File: src/digrr_regs.svh
//------------------------------------------------------------------------------
// Register map and timing constants of the digital channel record and replay block.
//------------------------------------------------------------------------------
// Purpose: offsets, field positions, reset values and timing counts.
// Assumes: 4-bit byte address, 8-bit register data.
// Notes: definitions only.
//
// Behaviour
// - One or two capture channels by variant.
// - Channel bits captured with each RF sample.
// - Channel two needs two RF channels or 2-bit.
// - Pulse-per-second passes only with position fix.
// - Battery save stops receiver 30 s into recording.
// - Replayed pulse-per-second drives event output.
// - CAN lines one and two map to channels.
// - Serial source captured as raw waveform.
// - Replayed serial waveform drives serial output.
// - Serial needs no baud rate setting.
// - Event source samples event input level.
// - Replayed event channel drives event output.
// - External reference select follows its option.
// - Indicator shown while external reference enabled.
// - Battery save dims, stops receiver after 30 s idle.
`ifndef DIGRR_REGS_SVH
`define DIGRR_REGS_SVH

// Register offsets.
`define DIGRR_OFF_CTRL 4'h0
`define DIGRR_OFF_SRC 4'h1
`define DIGRR_OFF_RFCFG 4'h2
`define DIGRR_OFF_STATUS 4'h3

// Control register fields.
`define DIGRR_CTRL_REC 0
`define DIGRR_CTRL_PLAY 1
`define DIGRR_CTRL_EXTREF 2
`define DIGRR_CTRL_PSAVE 3

// Source register fields.
`define DIGRR_SRC_CH1_LO 0
`define DIGRR_SRC_CH2_LO 2
`define DIGRR_SRC_CH2_EN 4

// RF configuration fields.
`define DIGRR_RF_CNT_LO 0
`define DIGRR_RF_TWOBIT 2

// Status register fields.
`define DIGRR_ST_CH2 0
`define DIGRR_ST_GNSS 1
`define DIGRR_ST_FIX 2
`define DIGRR_ST_DIM 3
`define DIGRR_ST_EVT 4
`define DIGRR_ST_PLAY 5
`define DIGRR_ST_REC 6

// Reset values: power save on, one RF channel, channel one on event input.
`define DIGRR_RST_CTRL 8'h08
`define DIGRR_RST_SRC 8'h03
`define DIGRR_RST_RFCFG 8'h01

// Timing: clock rate and battery save delay.
`define DIGRR_CLK_HZ 40000000
`define DIGRR_SEC_S 1
`define DIGRR_SEC_CYCLES (`DIGRR_CLK_HZ * `DIGRR_SEC_S)
`define DIGRR_PS_DELAY_S 30

`endif

File: src/digrr_pkg.sv
//------------------------------------------------------------------------------
// Types of the digital channel record and replay block.
//------------------------------------------------------------------------------
// Purpose: shared enumerations, structs and source decoding.
// Assumes: two channels at most.
// Notes: source codes follow enum order.
package digrr_pkg;

   // Source selected for one capture channel.
   typedef enum logic [1:0] {
      DIGRR_SRC_PPS,
      DIGRR_SRC_CAN,
      DIGRR_SRC_SERIAL,
      DIGRR_SRC_EVENT
   } digrr_src_t;

   // Operating mode of the block.
   typedef enum logic [1:0] {
      DIGRR_IDLE,
      DIGRR_RECORD,
      DIGRR_REPLAY
   } digrr_mode_t;

   // External digital inputs.
   typedef struct packed {
      logic pps;
      logic can1;
      logic can2;
      logic serial;
      logic event_in;
   } digrr_pins_t;

   // One RF sample's worth of digital channel bits.
   typedef struct packed {
      logic valid;
      logic [1:0] bits;
   } digrr_sample_t;

   // Sources that replay onto the event output.
   function automatic logic digrr_to_event(input digrr_src_t s);
      digrr_to_event = (s == DIGRR_SRC_PPS) || (s == DIGRR_SRC_EVENT);
   endfunction

endpackage

File: src/digrr_chan.sv
//------------------------------------------------------------------------------
// One capture channel source selector.
//------------------------------------------------------------------------------
// Purpose: pick the level one channel samples from its selected source.
// Assumes: inputs synchronous to mclk.
// Notes: combinational; the caller registers the result.
`timescale 1ns/1ps
module digrr_chan #(
   parameter int CHAN_IDX = 0
) (
   // Source selection.
   input wire digrr_pkg::digrr_src_t src,
   // Pin levels, pulse-per-second already gated.
   input wire digrr_pkg::digrr_pins_t pins,
   // Selected level.
   output logic level
);

   // CAN line of this channel: first line on channel one, second on two.
   wire can_line = (CHAN_IDX == 0) ? pins.can1 : pins.can2;

   // Raw level per source; serial is sampled, never decoded.
   always_comb begin
      case (src)
         digrr_pkg::DIGRR_SRC_PPS: level = pins.pps;
         digrr_pkg::DIGRR_SRC_CAN: level = can_line;
         digrr_pkg::DIGRR_SRC_SERIAL: level = pins.serial;
         digrr_pkg::DIGRR_SRC_EVENT: level = pins.event_in;
         default: level = 1'b0;
      endcase
   end

endmodule

File: src/digrr_top.sv
//------------------------------------------------------------------------------
// Digital channel record and replay.
//------------------------------------------------------------------------------
// Purpose: capture side channels with each RF sample and replay them.
// Assumes: all inputs synchronous to mclk; one sample strobe per RF sample.
// Notes: capture bits appear one cycle after the sample strobe.
//
// Added by the designer: the register addresses and the address-and-strobe port.
`timescale 1ns/1ps
`include "digrr_regs.svh"
module digrr_top #(
   parameter int NUM_CH = 2,
   parameter int TICK_CYCLES = `DIGRR_SEC_CYCLES,
   parameter int PS_DELAY_S = `DIGRR_PS_DELAY_S
) (
   // Clock and reset.
   input wire logic mclk,
   input wire logic arst_n,
   // Register port.
   input wire logic [3:0] addr,
   input wire logic [7:0] wdata,
   input wire logic wr,
   input wire logic rd,
   output logic [7:0] rdata,
   // External digital inputs and receiver state.
   input wire digrr_pkg::digrr_pins_t pins,
   input wire logic gnss_fix,
   input wire logic on_battery,
   input wire logic user_activity,
   // RF sample stream.
   input wire logic rec_sample,
   output digrr_pkg::digrr_sample_t cap_out,
   input wire digrr_pkg::digrr_sample_t play_in,
   // Digital outputs.
   output logic event_output,
   output logic serial_tx,
   output logic can1_tx,
   output logic can2_tx,
   // Platform controls.
   output logic gnss_power_en,
   output logic backlight_dim,
   output logic ref_ext_sel,
   output logic ref_icon
);

   //---------------------------------------------------------------------------
   // Registers
   //---------------------------------------------------------------------------
   logic [7:0] ctrl_reg;
   logic [7:0] src_reg;
   logic [7:0] rfcfg_reg;
   logic [7:0] rdata_reg;
   digrr_pkg::digrr_mode_t mode_reg;
   digrr_pkg::digrr_mode_t mode_next;
   digrr_pkg::digrr_sample_t cap_reg;
   logic evt_reg;
   logic ser_reg;
   logic can1_reg;
   logic can2_reg;
   logic [$clog2(TICK_CYCLES)-1:0] div_reg;
   logic [5:0] rec_sec_reg;
   logic [5:0] idle_sec_reg;

   // Write decode.
   wire wr_ctrl = wr && (addr == `DIGRR_OFF_CTRL);
   wire wr_src = wr && (addr == `DIGRR_OFF_SRC);
   wire wr_rfcfg = wr && (addr == `DIGRR_OFF_RFCFG);

   // Control fields.
   wire rec_en = ctrl_reg[`DIGRR_CTRL_REC];
   wire play_en = ctrl_reg[`DIGRR_CTRL_PLAY];
   wire ext_ref = ctrl_reg[`DIGRR_CTRL_EXTREF];
   wire psave = ctrl_reg[`DIGRR_CTRL_PSAVE];
   wire [1:0] rf_cnt = rfcfg_reg[`DIGRR_RF_CNT_LO +: 2];
   wire two_bit = rfcfg_reg[`DIGRR_RF_TWOBIT];

   // Channel sources.
   wire digrr_pkg::digrr_src_t src1 =
      digrr_pkg::digrr_src_t'(src_reg[`DIGRR_SRC_CH1_LO +: 2]);
   wire digrr_pkg::digrr_src_t src2 =
      digrr_pkg::digrr_src_t'(src_reg[`DIGRR_SRC_CH2_LO +: 2]);

   // Second channel exists only on two-channel builds and with enough RF width.
   wire ch2_rf_ok = (rf_cnt >= 2'h2) || ((rf_cnt == 2'h1) && two_bit);
   wire ch2_on = (NUM_CH > 1) && src_reg[`DIGRR_SRC_CH2_EN] && ch2_rf_ok;

   // Register writes; reserved bits are kept at zero.
   always_ff @(posedge mclk or negedge arst_n) begin
      if (!arst_n) begin
         ctrl_reg <= `DIGRR_RST_CTRL;
         src_reg <= `DIGRR_RST_SRC;
         rfcfg_reg <= `DIGRR_RST_RFCFG;
      end else begin
         if (wr_ctrl) begin
            ctrl_reg <= {4'h0, wdata[3:0]};
         end
         if (wr_src) begin
            src_reg <= {3'h0, wdata[4:0]};
         end
         if (wr_rfcfg) begin
            rfcfg_reg <= {5'h00, wdata[2:0]};
         end
      end
   end

   //---------------------------------------------------------------------------
   // Mode control
   //---------------------------------------------------------------------------
   // Record has priority over replay when both are requested.
   always_comb begin
      case (mode_reg)
         digrr_pkg::DIGRR_IDLE: begin
            if (rec_en) begin
               mode_next = digrr_pkg::DIGRR_RECORD;
            end else if (play_en) begin
               mode_next = digrr_pkg::DIGRR_REPLAY;
            end else begin
               mode_next = digrr_pkg::DIGRR_IDLE;
            end
         end
         digrr_pkg::DIGRR_RECORD: begin
            mode_next = rec_en ? digrr_pkg::DIGRR_RECORD : digrr_pkg::DIGRR_IDLE;
         end
         digrr_pkg::DIGRR_REPLAY: begin
            mode_next = (play_en && !rec_en) ? digrr_pkg::DIGRR_REPLAY
                                             : digrr_pkg::DIGRR_IDLE;
         end
         default: mode_next = digrr_pkg::DIGRR_IDLE;
      endcase
   end

   // Mode state register.
   always_ff @(posedge mclk or negedge arst_n) begin
      if (!arst_n) begin
         mode_reg <= digrr_pkg::DIGRR_IDLE;
      end else begin
         mode_reg <= mode_next;
      end
   end

   wire recording = (mode_reg == digrr_pkg::DIGRR_RECORD);
   wire replaying = (mode_reg == digrr_pkg::DIGRR_REPLAY);

   //---------------------------------------------------------------------------
   // Battery save timing
   //---------------------------------------------------------------------------
   // One-second enable pulse from the clock divider.
   wire sec_tick = (div_reg == ($clog2(TICK_CYCLES))'(TICK_CYCLES - 1));
   wire [5:0] ps_limit = 6'(PS_DELAY_S);
   wire rec_done = (rec_sec_reg >= ps_limit);
   wire idle_done = (idle_sec_reg >= ps_limit);
   wire save_act = psave && on_battery;

   // Divider for the one-second enable.
   always_ff @(posedge mclk or negedge arst_n) begin
      if (!arst_n) begin
         div_reg <= '0;
      end else begin
         div_reg <= sec_tick ? '0 : div_reg + 1'b1;
      end
   end

   // Seconds since recording began, saturating at the save delay.
   always_ff @(posedge mclk or negedge arst_n) begin
      if (!arst_n) begin
         rec_sec_reg <= 6'h00;
      end else if (!recording) begin
         rec_sec_reg <= 6'h00;
      end else if (sec_tick && !rec_done) begin
         rec_sec_reg <= rec_sec_reg + 6'h01;
      end
   end

   // Seconds since the last user activity, saturating at the save delay.
   always_ff @(posedge mclk or negedge arst_n) begin
      if (!arst_n) begin
         idle_sec_reg <= 6'h00;
      end else if (user_activity) begin
         idle_sec_reg <= 6'h00;
      end else if (sec_tick && !idle_done) begin
         idle_sec_reg <= idle_sec_reg + 6'h01;
      end
   end

   // Receiver power and backlight under battery save.
   wire rx_off = save_act && ((recording && rec_done) || idle_done);
   assign gnss_power_en = !rx_off;
   assign backlight_dim = save_act && idle_done;

   //---------------------------------------------------------------------------
   // Reference clock selection
   //---------------------------------------------------------------------------
   // The clock mux and display indicator follow the option bit.
   assign ref_ext_sel = ext_ref;
   assign ref_icon = ext_ref;

   //---------------------------------------------------------------------------
   // Capture
   //---------------------------------------------------------------------------
   // Pulse-per-second only passes with a fix and a powered receiver.
   wire pps_ok = pins.pps && gnss_fix && gnss_power_en;
   wire digrr_pkg::digrr_pins_t pins_g = '{
      pps: pps_ok,
      can1: pins.can1,
      can2: pins.can2,
      serial: pins.serial,
      event_in: pins.event_in
   };
   wire digrr_pkg::digrr_src_t srcs [2] = '{src1, src2};
   logic [1:0] cap_lvl;

   // One source selector per channel.
   genvar gi;
   generate
      for (gi = 0; gi < 2; gi = gi + 1) begin : g_ch
         digrr_chan #(
            .CHAN_IDX(gi)
         ) u_chan (
            .src(srcs[gi]),
            .pins(pins_g),
            .level(cap_lvl[gi])
         );
      end
   endgenerate

   // Channel bits latched with each RF sample while recording.
   wire cap_take = recording && rec_sample;
   wire [1:0] cap_bits = {cap_lvl[1] && ch2_on, cap_lvl[0]};

   // Capture register: one valid cycle per RF sample.
   always_ff @(posedge mclk or negedge arst_n) begin
      if (!arst_n) begin
         cap_reg <= '0;
      end else begin
         cap_reg.valid <= cap_take;
         if (cap_take) begin
            cap_reg.bits <= cap_bits;
         end
      end
   end
   assign cap_out = cap_reg;

   //---------------------------------------------------------------------------
   // Replay
   //---------------------------------------------------------------------------
   // While replaying, outputs move only on a replayed sample, so edges keep their sample index.
   wire play_take = replaying && play_in.valid;
   wire b1 = play_in.bits[0];
   wire b2 = play_in.bits[1] && ch2_on;
   wire ev1 = digrr_pkg::digrr_to_event(src1);
   wire ev2 = ch2_on && digrr_pkg::digrr_to_event(src2);

   // Event output: channel one has priority when both carry event sources.
   wire evt_next = ev1 ? b1 : (ev2 ? b2 : 1'b0);
   // Serial output idles at mark when no channel carries serial.
   wire ser_next = (src1 == digrr_pkg::DIGRR_SRC_SERIAL) ? b1 :
      ((ch2_on && (src2 == digrr_pkg::DIGRR_SRC_SERIAL)) ? b2 : 1'b1);
   // CAN lines idle recessive when not carried.
   wire can1_next = (src1 == digrr_pkg::DIGRR_SRC_CAN) ? b1 : 1'b1;
   wire can2_next = (ch2_on && (src2 == digrr_pkg::DIGRR_SRC_CAN)) ? b2 : 1'b1;

   // Replay output registers; idle levels when replay stops.
   always_ff @(posedge mclk or negedge arst_n) begin
      if (!arst_n) begin
         evt_reg <= 1'b0;
         ser_reg <= 1'b1;
         can1_reg <= 1'b1;
         can2_reg <= 1'b1;
      end else if (!replaying) begin
         evt_reg <= 1'b0;
         ser_reg <= 1'b1;
         can1_reg <= 1'b1;
         can2_reg <= 1'b1;
      end else if (play_take) begin
         evt_reg <= evt_next;
         ser_reg <= ser_next;
         can1_reg <= can1_next;
         can2_reg <= can2_next;
      end
   end

   assign event_output = evt_reg;
   assign serial_tx = ser_reg;
   assign can1_tx = can1_reg;
   assign can2_tx = can2_reg;

   //---------------------------------------------------------------------------
   // Register read
   //---------------------------------------------------------------------------
   // Status word built from live block state.
   wire [7:0] status_w = {
      1'b0,
      recording,
      replaying,
      evt_reg,
      backlight_dim,
      gnss_fix,
      gnss_power_en,
      ch2_on
   };

   // Read selection; unmapped offsets read zero.
   wire [7:0] rd_mux =
      (addr == `DIGRR_OFF_CTRL) ? ctrl_reg :
      (addr == `DIGRR_OFF_SRC) ? src_reg :
      (addr == `DIGRR_OFF_RFCFG) ? rfcfg_reg :
      (addr == `DIGRR_OFF_STATUS) ? status_w : 8'h00;

   // Read data stands for exactly the cycle after the strobe.
   always_ff @(posedge mclk or negedge arst_n) begin
      if (!arst_n) begin
         rdata_reg <= 8'h00;
      end else begin
         rdata_reg <= rd ? rd_mux : 8'h00;
      end
   end
   assign rdata = rdata_reg;

endmodule

File: config.mk
export PLATFORM = sky130hd
export DESIGN_NAME = digrr_top
export DESIGN_NICKNAME = d
export VERILOG_FILES = /design/src/digrr_pkg.sv /design/src/digrr_chan.sv /design/src/digrr_top.sv
export VERILOG_INCLUDE_DIRS = /design/src
export SDC_FILE = /design/constraint.sdc
export NUM_CORES = 1
export LEC_CHECK = 0
export BUFFER_PORTS_ARGS = -buffer_cell sky130_fd_sc_hd__buf_2
export CORE_MARGIN = 1
export CORE_UTILIZATION = 45
export DETAILED_ROUTE_END_ITERATION = 16
export PLACE_DENSITY = 0.73
export RECOVER_POWER = 50
export SYNTH_ARGS = -nofsm -noshare
export SYNTH_HDL_FRONTEND = slang
export SYNTH_HIERARCHICAL = 1
export SYNTH_SLANG_ARGS = --single-unit
File: constraint.sdc
create_clock -name mclk -period 2.5 [get_ports mclk]
set_input_delay 0.125 -clock mclk [delete_from_list [all_inputs] [get_ports mclk]]
set_output_delay 0.125 -clock mclk [all_outputs]
set_load 0.1 [all_outputs]
## Word level (Yosys, flattened, before mapping)

Index checks and enable logic that the tools add are counted.

- Input bits: 28
- Output and inout port bits: 19
- Word-level logic and storage cells: 100
- Register bits: 66

- Equal/unequal tests: 15
- Multiplexer cells: 31
- $lt $le $gt $ge: 3
- Reduce and logical (&&, ||, !) cells: 34
- $add $sub $neg: 3

Operators with widths:

| cell | number |
|---|---|
| $mux W7 | 5 |
| $add A26 B1 Y26 const B | 1 |
| $eq A26 B26 Y1 const B | 1 |
| $mux W26 | 1 |
| $mux W6 | 4 |
| $logic_and A1 B1 Y1 | 21 |
| $mux W1 | 15 |
| $add A6 B1 Y6 const B | 2 |
| $ge A6 B5 Y1 const B | 2 |
| $eq A2 B2 Y1 const B | 5 |
| $eq A2 B1 Y1 const B | 4 |
| $eq A4 B2 Y1 const B | 2 |
| $pmux W1 S4 | 2 |
| $logic_not A2 Y1 | 3 |
| $mux W2 | 3 |
| $pmux W2 S3 | 1 |
| $eq A4 B1 Y1 const B | 1 |
| $logic_not A1 Y1 | 4 |
| $logic_not A4 Y1 | 1 |
| $logic_or A1 B1 Y1 | 4 |
| $ne A2 B1 Y1 const B | 2 |
| $ge A2 B2 Y1 const B | 1 |
| $reduce_bool A2 Y1 | 1 |

## Logic depth before layout (Yosys ltp)

- Depth in word-level cells: 10
- Mapped depth: 10
- Gate-level depth less buffers: 10

## By module

The synthesis kept the hierarchy.

By module, submodules not included:

| module | times used | sequential area each (um2) | cells an instance | area each (um2) |
|---|---|---|---|---|
| digrr_top | 1 | 1660.3 | 297 | 3218.1 |
| digrr_chan | 2 | 0.0 | 1 | 22.5 |

## Worst setup path after synthesis

Ideal clock, no wire load.

- Kind: reg2reg
- Start: register rec_sec_reg[0]
- End: register cap_reg, in the netlist cap_out[0]
- Data required time: 2.374 ns
- Setup time: 0.126 ns
- Buffers on the path: 0
- Cell stages (with the launch flop): 10
- Clock period less this slack: 3.141 ns
- Setup slack: -0.641 ns
- Arrival time: 3.015 ns
- Cell sequence: dfrtp_1 > inv_1 > ha_1 > o2111ai_1 > or2b_1 > a21o_1 > nand3_1 > and3_1 > mux4_2 > mux2_2

- Cells in the longest elaborated chain, start to end: 7

RTL lines:

| element | RTL line | source |
|---|---|---|
| start, declared | digrr_top.sv:61 | `logic [5:0] rec_sec_reg;` |
| start signal, assigned | digrr_top.sv:170 | `rec_sec_reg <= rec_sec_reg + 6'h01;` |
| $ge A6 B5 Y1 | digrr_top.sv:150 | `wire rec_done = (rec_sec_reg >= ps_limit);` |
| $logic_and A1 B1 Y1 | digrr_top.sv:186 | `wire rx_off = save_act && ((recording && rec_done) \|\| idle_done);` |
| $logic_or A1 B1 Y1 | digrr_top.sv:186 |  |
| $logic_and A1 B1 Y1 | digrr_top.sv:186 |  |
| $logic_not A1 Y1 | digrr_top.sv:187 | `assign gnss_power_en = !rx_off;` |
| net gnss_power_en | digrr_top.sv:40 | `output logic gnss_power_en,` |
| $logic_and A1 B1 Y1 | digrr_top.sv:201 | `wire pps_ok = pins.pps && gnss_fix && gnss_power_en;` |
| net pps_ok | digrr_top.sv:201 |  |
| $pmux W1 S4 | digrr_chan.sv:24 | `case (src)` |
| net cap_bits[0] | digrr_top.sv:228 | `wire [1:0] cap_bits = {cap_lvl[1] && ch2_on, cap_lvl[0]};` |
| end, declared | digrr_top.sv:55 | `digrr_pkg::digrr_sample_t cap_reg;` |

The timed path passes the listed nets, and every way through them passes these cells.
A chain may end at the register's enable or synchronous reset.

## Worst setup path after layout

- Start: register idle_sec_reg[0]
- End: output gnss_power_en

- Cells in the longest elaborated chain, start to end: 4

RTL lines:

| element | RTL line | source |
|---|---|---|
| start, declared | digrr_top.sv:62 | `logic [5:0] idle_sec_reg;` |
| start signal, assigned | digrr_top.sv:181 | `idle_sec_reg <= idle_sec_reg + 6'h01;` |
| $ge A6 B5 Y1 | digrr_top.sv:151 | `wire idle_done = (idle_sec_reg >= ps_limit);` |
| $logic_or A1 B1 Y1 | digrr_top.sv:186 |  |
| $logic_and A1 B1 Y1 | digrr_top.sv:186 |  |
| $logic_not A1 Y1 | digrr_top.sv:187 |  |
| end, declared | digrr_top.sv:40 |  |

Every way passes these cells.

==> results_dict.tcl <==
set metrics [dict create \
    timing.hold.worst_path_depth 2 \
    hpwlAfterDp_um 4960 \
    post-place-ws_ns 0.229 \
    synth-edff-count 0 \
    placed_cells_incl_taps 434 \
    critPathTopFamily "compound AO/OA/AOI/OAI gates" \
    synth.cell_area_mm2 0.00326 \
    max_slew_margin_pct 30.6 \
    grt_setup_unrepaired "false" \
    crit_path_max_incr_delay_ns 0.41 \
    netlist_instances 299 \
    drv.max_cap_violation_count 0 \
    largest_register_ffs 26 \
    post-synth-top-area-cell "sky130_fd_sc_hd__dfrtp_1" \
    chipHeight_um 87.2 \
    ys_warn_count 6 \
    grt-ovfl-total 0 \
    hold_class "input port to flop" \
    hold_path_end "idle_sec_reg[4]$_DFFE_PN0P_" \
    clk_pin_slew_worst_setup_hold_paths_ns 0.07 \
    drt-pass1-iter-count 4 \
    drc 0 \
    top_reg_cell_synth "sky130_fd_sc_hd__dfrtp_1" \
    timing.rr.end "cap_out[0]$_DFFE_PN0P_" \
    synth-xor-area-share_pct 6.71 \
    max-vdd-ir-drop_mv 0.413 \
    share_of_flip_flops_with_an_asynchronous_set_or_reset_after_synthesis_pct 100 \
    power_density_mw_per_mm2 707 \
    cts-buffers-inserted 9 \
    detail_route.vias_per_cell 5.24 \
    cp_num_cells 7 \
    tritoncts "built" \
    post_synth_fa_ha_maj_area_fraction_pct 3.45 \
    grt_antenna_before_repair 0 \
    report.power.total_w 0.00271 \
    cts_setup_buffers 0 \
    clock-root-buffer "sky130_fd_sc_hd__clkbuf_8" \
    worstSetupPathType "flop to output pin" \
    timing.final.crit_share_pct 93.4 \
    place.gp.congestion 0.795 \
    cp.arrival_ns 2.21 \
    cts_buffer_depth 2 \
    worstMarginPinSlew_ns 1.04 \
    wl_per_cell_um 14.6 \
    post_synth.cell_area_avg_um2 10.9 \
    layout_setup_ws_ns 0.165 \
    die-area_mm2 0.00760 \
    die_w_um 87.2 \
    detail_route.wirelength_um 6600 \
    category_of_the_worst_setup_path_launch_point "flop" \
    setup_total_negative_slack_ns 0 \
    run_status "complete, no violations" \
    core-area_mm2 0.00691 \
    initialDrtViolationCount 105 \
    synth-simple-area-share_pct 22.7 \
    row_count 30 \
    synth_top_area_share_pct 45.2 \
    remaining_number_of_nets_flagged_by_the_antenna_check_after_routing 0 \
    synthesis.nets 336 \
    crit_path_cell_trace "inv_1 -> ha_1 -> or2_2 -> a41o_1 -> a21o_1 -> nand3_4 -> clkbuf_4" \
    required_ns 2.38 \
    area_delta_synth_final_pct 17.4 \
    first_global_vias 2353 \
    final_max_slew_viol_count 0 \
    cts_num_sinks 66 \
    achievable-frequency_mhz 428 \
    grt_max_degree 32 \
    hold_path_startpoint "user_activity" \
    synth_seq_cells 66 \
    timing.final.crit_period_ns 2.34 \
    setup.worst_path.end_class "output pin" \
    ff2ff_setup_slack_ns 0.22 \
    buffer_ports.inserted 42 \
    synth_compound_area_share_pct 6.13 \
    crit-reg2reg-launch "idle_sec_reg[0]$_DFFE_PN0P_" \
    reg2regPathDepth 9 \
    synth.lib_cells_used.distinct 48 \
    final_report_hold_violation_count 0 \
    crit_fanout 4 \
    diodes 0 \
    starting_density_of_the_core_pct 47.2 \
    top_level_ports 47 \
    cts-htree-levels 3 \
    final_layout_size_suffix_gt1_share_pct 24.7 \
    crit_buf_inv 2 \
    crit_slowest_cell "sky130_fd_sc_hd__dfrtp_1" \
    setup_violations 0 \
    synth.yosys.seq_area_share_pct 50.9 \
    synth_top_cells_by_area "sky130_fd_sc_hd__dfrtp_1 (45%), sky130_fd_sc_hd__dfstp_2 (5.6%), sky130_fd_sc_hd__mux2_2 (4.8%), sky130_fd_sc_hd__nor2_1 (3.7%), sky130_fd_sc_hd__xor2_1 (3.5%)" \
    clock-skew-final_ns 0.0101 \
    track_usage_pct 19.6 \
    main_combinational_cell_family_by_area_after_synthesis "simple AND/OR/NAND/NOR gates" \
    finalNetCount 388 \
    synth.mux.area_fraction_pct 7.82 \
    non_filler_cells_final 452 \
    dr_total_vias 2370 \
    clkLatencyLatePin_ns 0.34 \
    grt_first_pass_wirelength_um 11300 \
    p_leak_nw 1.78 \
]
## metrics by stage
step	utilization (%)	area (um2)	hold WS (ns)
5_1_grt	55.5	3830	0.00697
2_1_floorplan	-	3280	-0.171
3_3_place_gp	52.1	3600	0.0805
4_1_cts	55.6	3840	0.00150
6_report	55.5	3830	0.0110
3_5_place_dp	52.1	3600	0.0892
## cell families after synthesis
kind of cell,Yosys count
AND/OR/NAND/NOR,132
flip-flops,66
adder cells (fa/ha/maj),9
AO/OA/AOI/OAI,29
buffers and inverters,17
multiplexers,20
other,1
XOR/XNOR,25
## worst max path at each step
| stage | start | end |
|---|---|---|
| CTS | idle_sec_reg[0]$_DFFE_PN0P_ | gnss_power_en |
| detailed placement | idle_sec_reg[0]$_DFFE_PN0P_ | cap_out[0]$_DFFE_PN0P_ |
| global route | idle_sec_reg[0]$_DFFE_PN0P_ | gnss_power_en |
| finish | idle_sec_reg[0]$_DFFE_PN0P_ | gnss_power_en |
| floorplan | rec_sec_reg[0]$_DFFE_PN0P_ | cap_out[0]$_DFFE_PN0P_ |
| global placement | rec_sec_reg[0]$_DFFE_PN0P_ | cap_out[0]$_DFFE_PN0P_ |
## layout by cell type, fill, tap and decap left out, types with 3 or more instances in the layout
cell type	instances
sky130_fd_sc_hd__mux2_2	14
sky130_fd_sc_hd__xnor2_1	12
sky130_fd_sc_hd__xor2_1	13
sky130_fd_sc_hd__nor3_1	3
sky130_fd_sc_hd__nand3b_1	3
sky130_fd_sc_hd__a21o_1	3
sky130_fd_sc_hd__clkbuf_1	5
sky130_fd_sc_hd__a21oi_1	5
sky130_fd_sc_hd__inv_1	11
sky130_fd_sc_hd__clkbuf_8	10
sky130_fd_sc_hd__and4_1	3
sky130_fd_sc_hd__nor2_1	32
sky130_fd_sc_hd__and3_1	12
sky130_fd_sc_hd__o21ai_0	7
sky130_fd_sc_hd__nand2_1	21
sky130_fd_sc_hd__nand4_1	13
sky130_fd_sc_hd__nand2b_1	5
sky130_fd_sc_hd__mux2i_1	3
sky130_fd_sc_hd__buf_2	38
sky130_fd_sc_hd__ha_1	9
sky130_fd_sc_hd__dfstp_2	6
sky130_fd_sc_hd__nand3_1	14
sky130_fd_sc_hd__a211oi_1	3
sky130_fd_sc_hd__mux4_2	3
sky130_fd_sc_hd__or3_1	3
sky130_fd_sc_hd__dfrtp_1	59
sky130_fd_sc_hd__nor2b_1	7
## synthesized netlist by cell type, types with 5 or more instances
cell / instances
sky130_fd_sc_hd__nand3_1: 15
sky130_fd_sc_hd__nor2_1: 32
sky130_fd_sc_hd__nor2b_1: 7
sky130_fd_sc_hd__nand2_1: 21
sky130_fd_sc_hd__nand4_1: 13
sky130_fd_sc_hd__o21ai_0: 7
sky130_fd_sc_hd__mux2_2: 14
sky130_fd_sc_hd__xor2_1: 13
sky130_fd_sc_hd__dfrtp_1: 59
sky130_fd_sc_hd__nand2b_1: 5
sky130_fd_sc_hd__dfstp_2: 7
sky130_fd_sc_hd__and3_1: 12
sky130_fd_sc_hd__a21oi_1: 5
sky130_fd_sc_hd__xnor2_1: 12
sky130_fd_sc_hd__ha_1: 9
sky130_fd_sc_hd__inv_1: 11
## routing by layer
layer | up-vias | routed length (um) | track usage, %
li1 | 1159 | - | -
met1 | 1165 | 3060 | 25.6
met2 | 37 | 3210 | 31.3
met3 | 9 | 256 | 6.92
met4 | 0 | 73 | 5.22
met5 | - | 0 | 0
## power by group
group / total [W] / switching [W] / internal, W
clock: 0.000980 / 0.000395 / 0.000585
sequential: 0.00123 / 0.0000759 / 0.00115
combinational: 0.000499 / 0.000350 / 0.000149
total: 0.00271 / 0.000821 / 0.00189
## area by class of cell
class,instances,area [um2]
timing repair buffer,47,245
clock buffer,11,141
sequential,66,1660
inverter,11,41.3
fill,631,3080
clock inverter,5,77.6
multi-input combinational,216,1540
tap,96,120
## repair_timing
item / in CTS / in global routing
hold buffers: 2 / 0
setup endpoints to repair: 0 / 1
resized for setup: 0 / 1
endpoints found under the hold margin: 18 / 0
No activity file was read; power rests on OpenSTA's default activity.
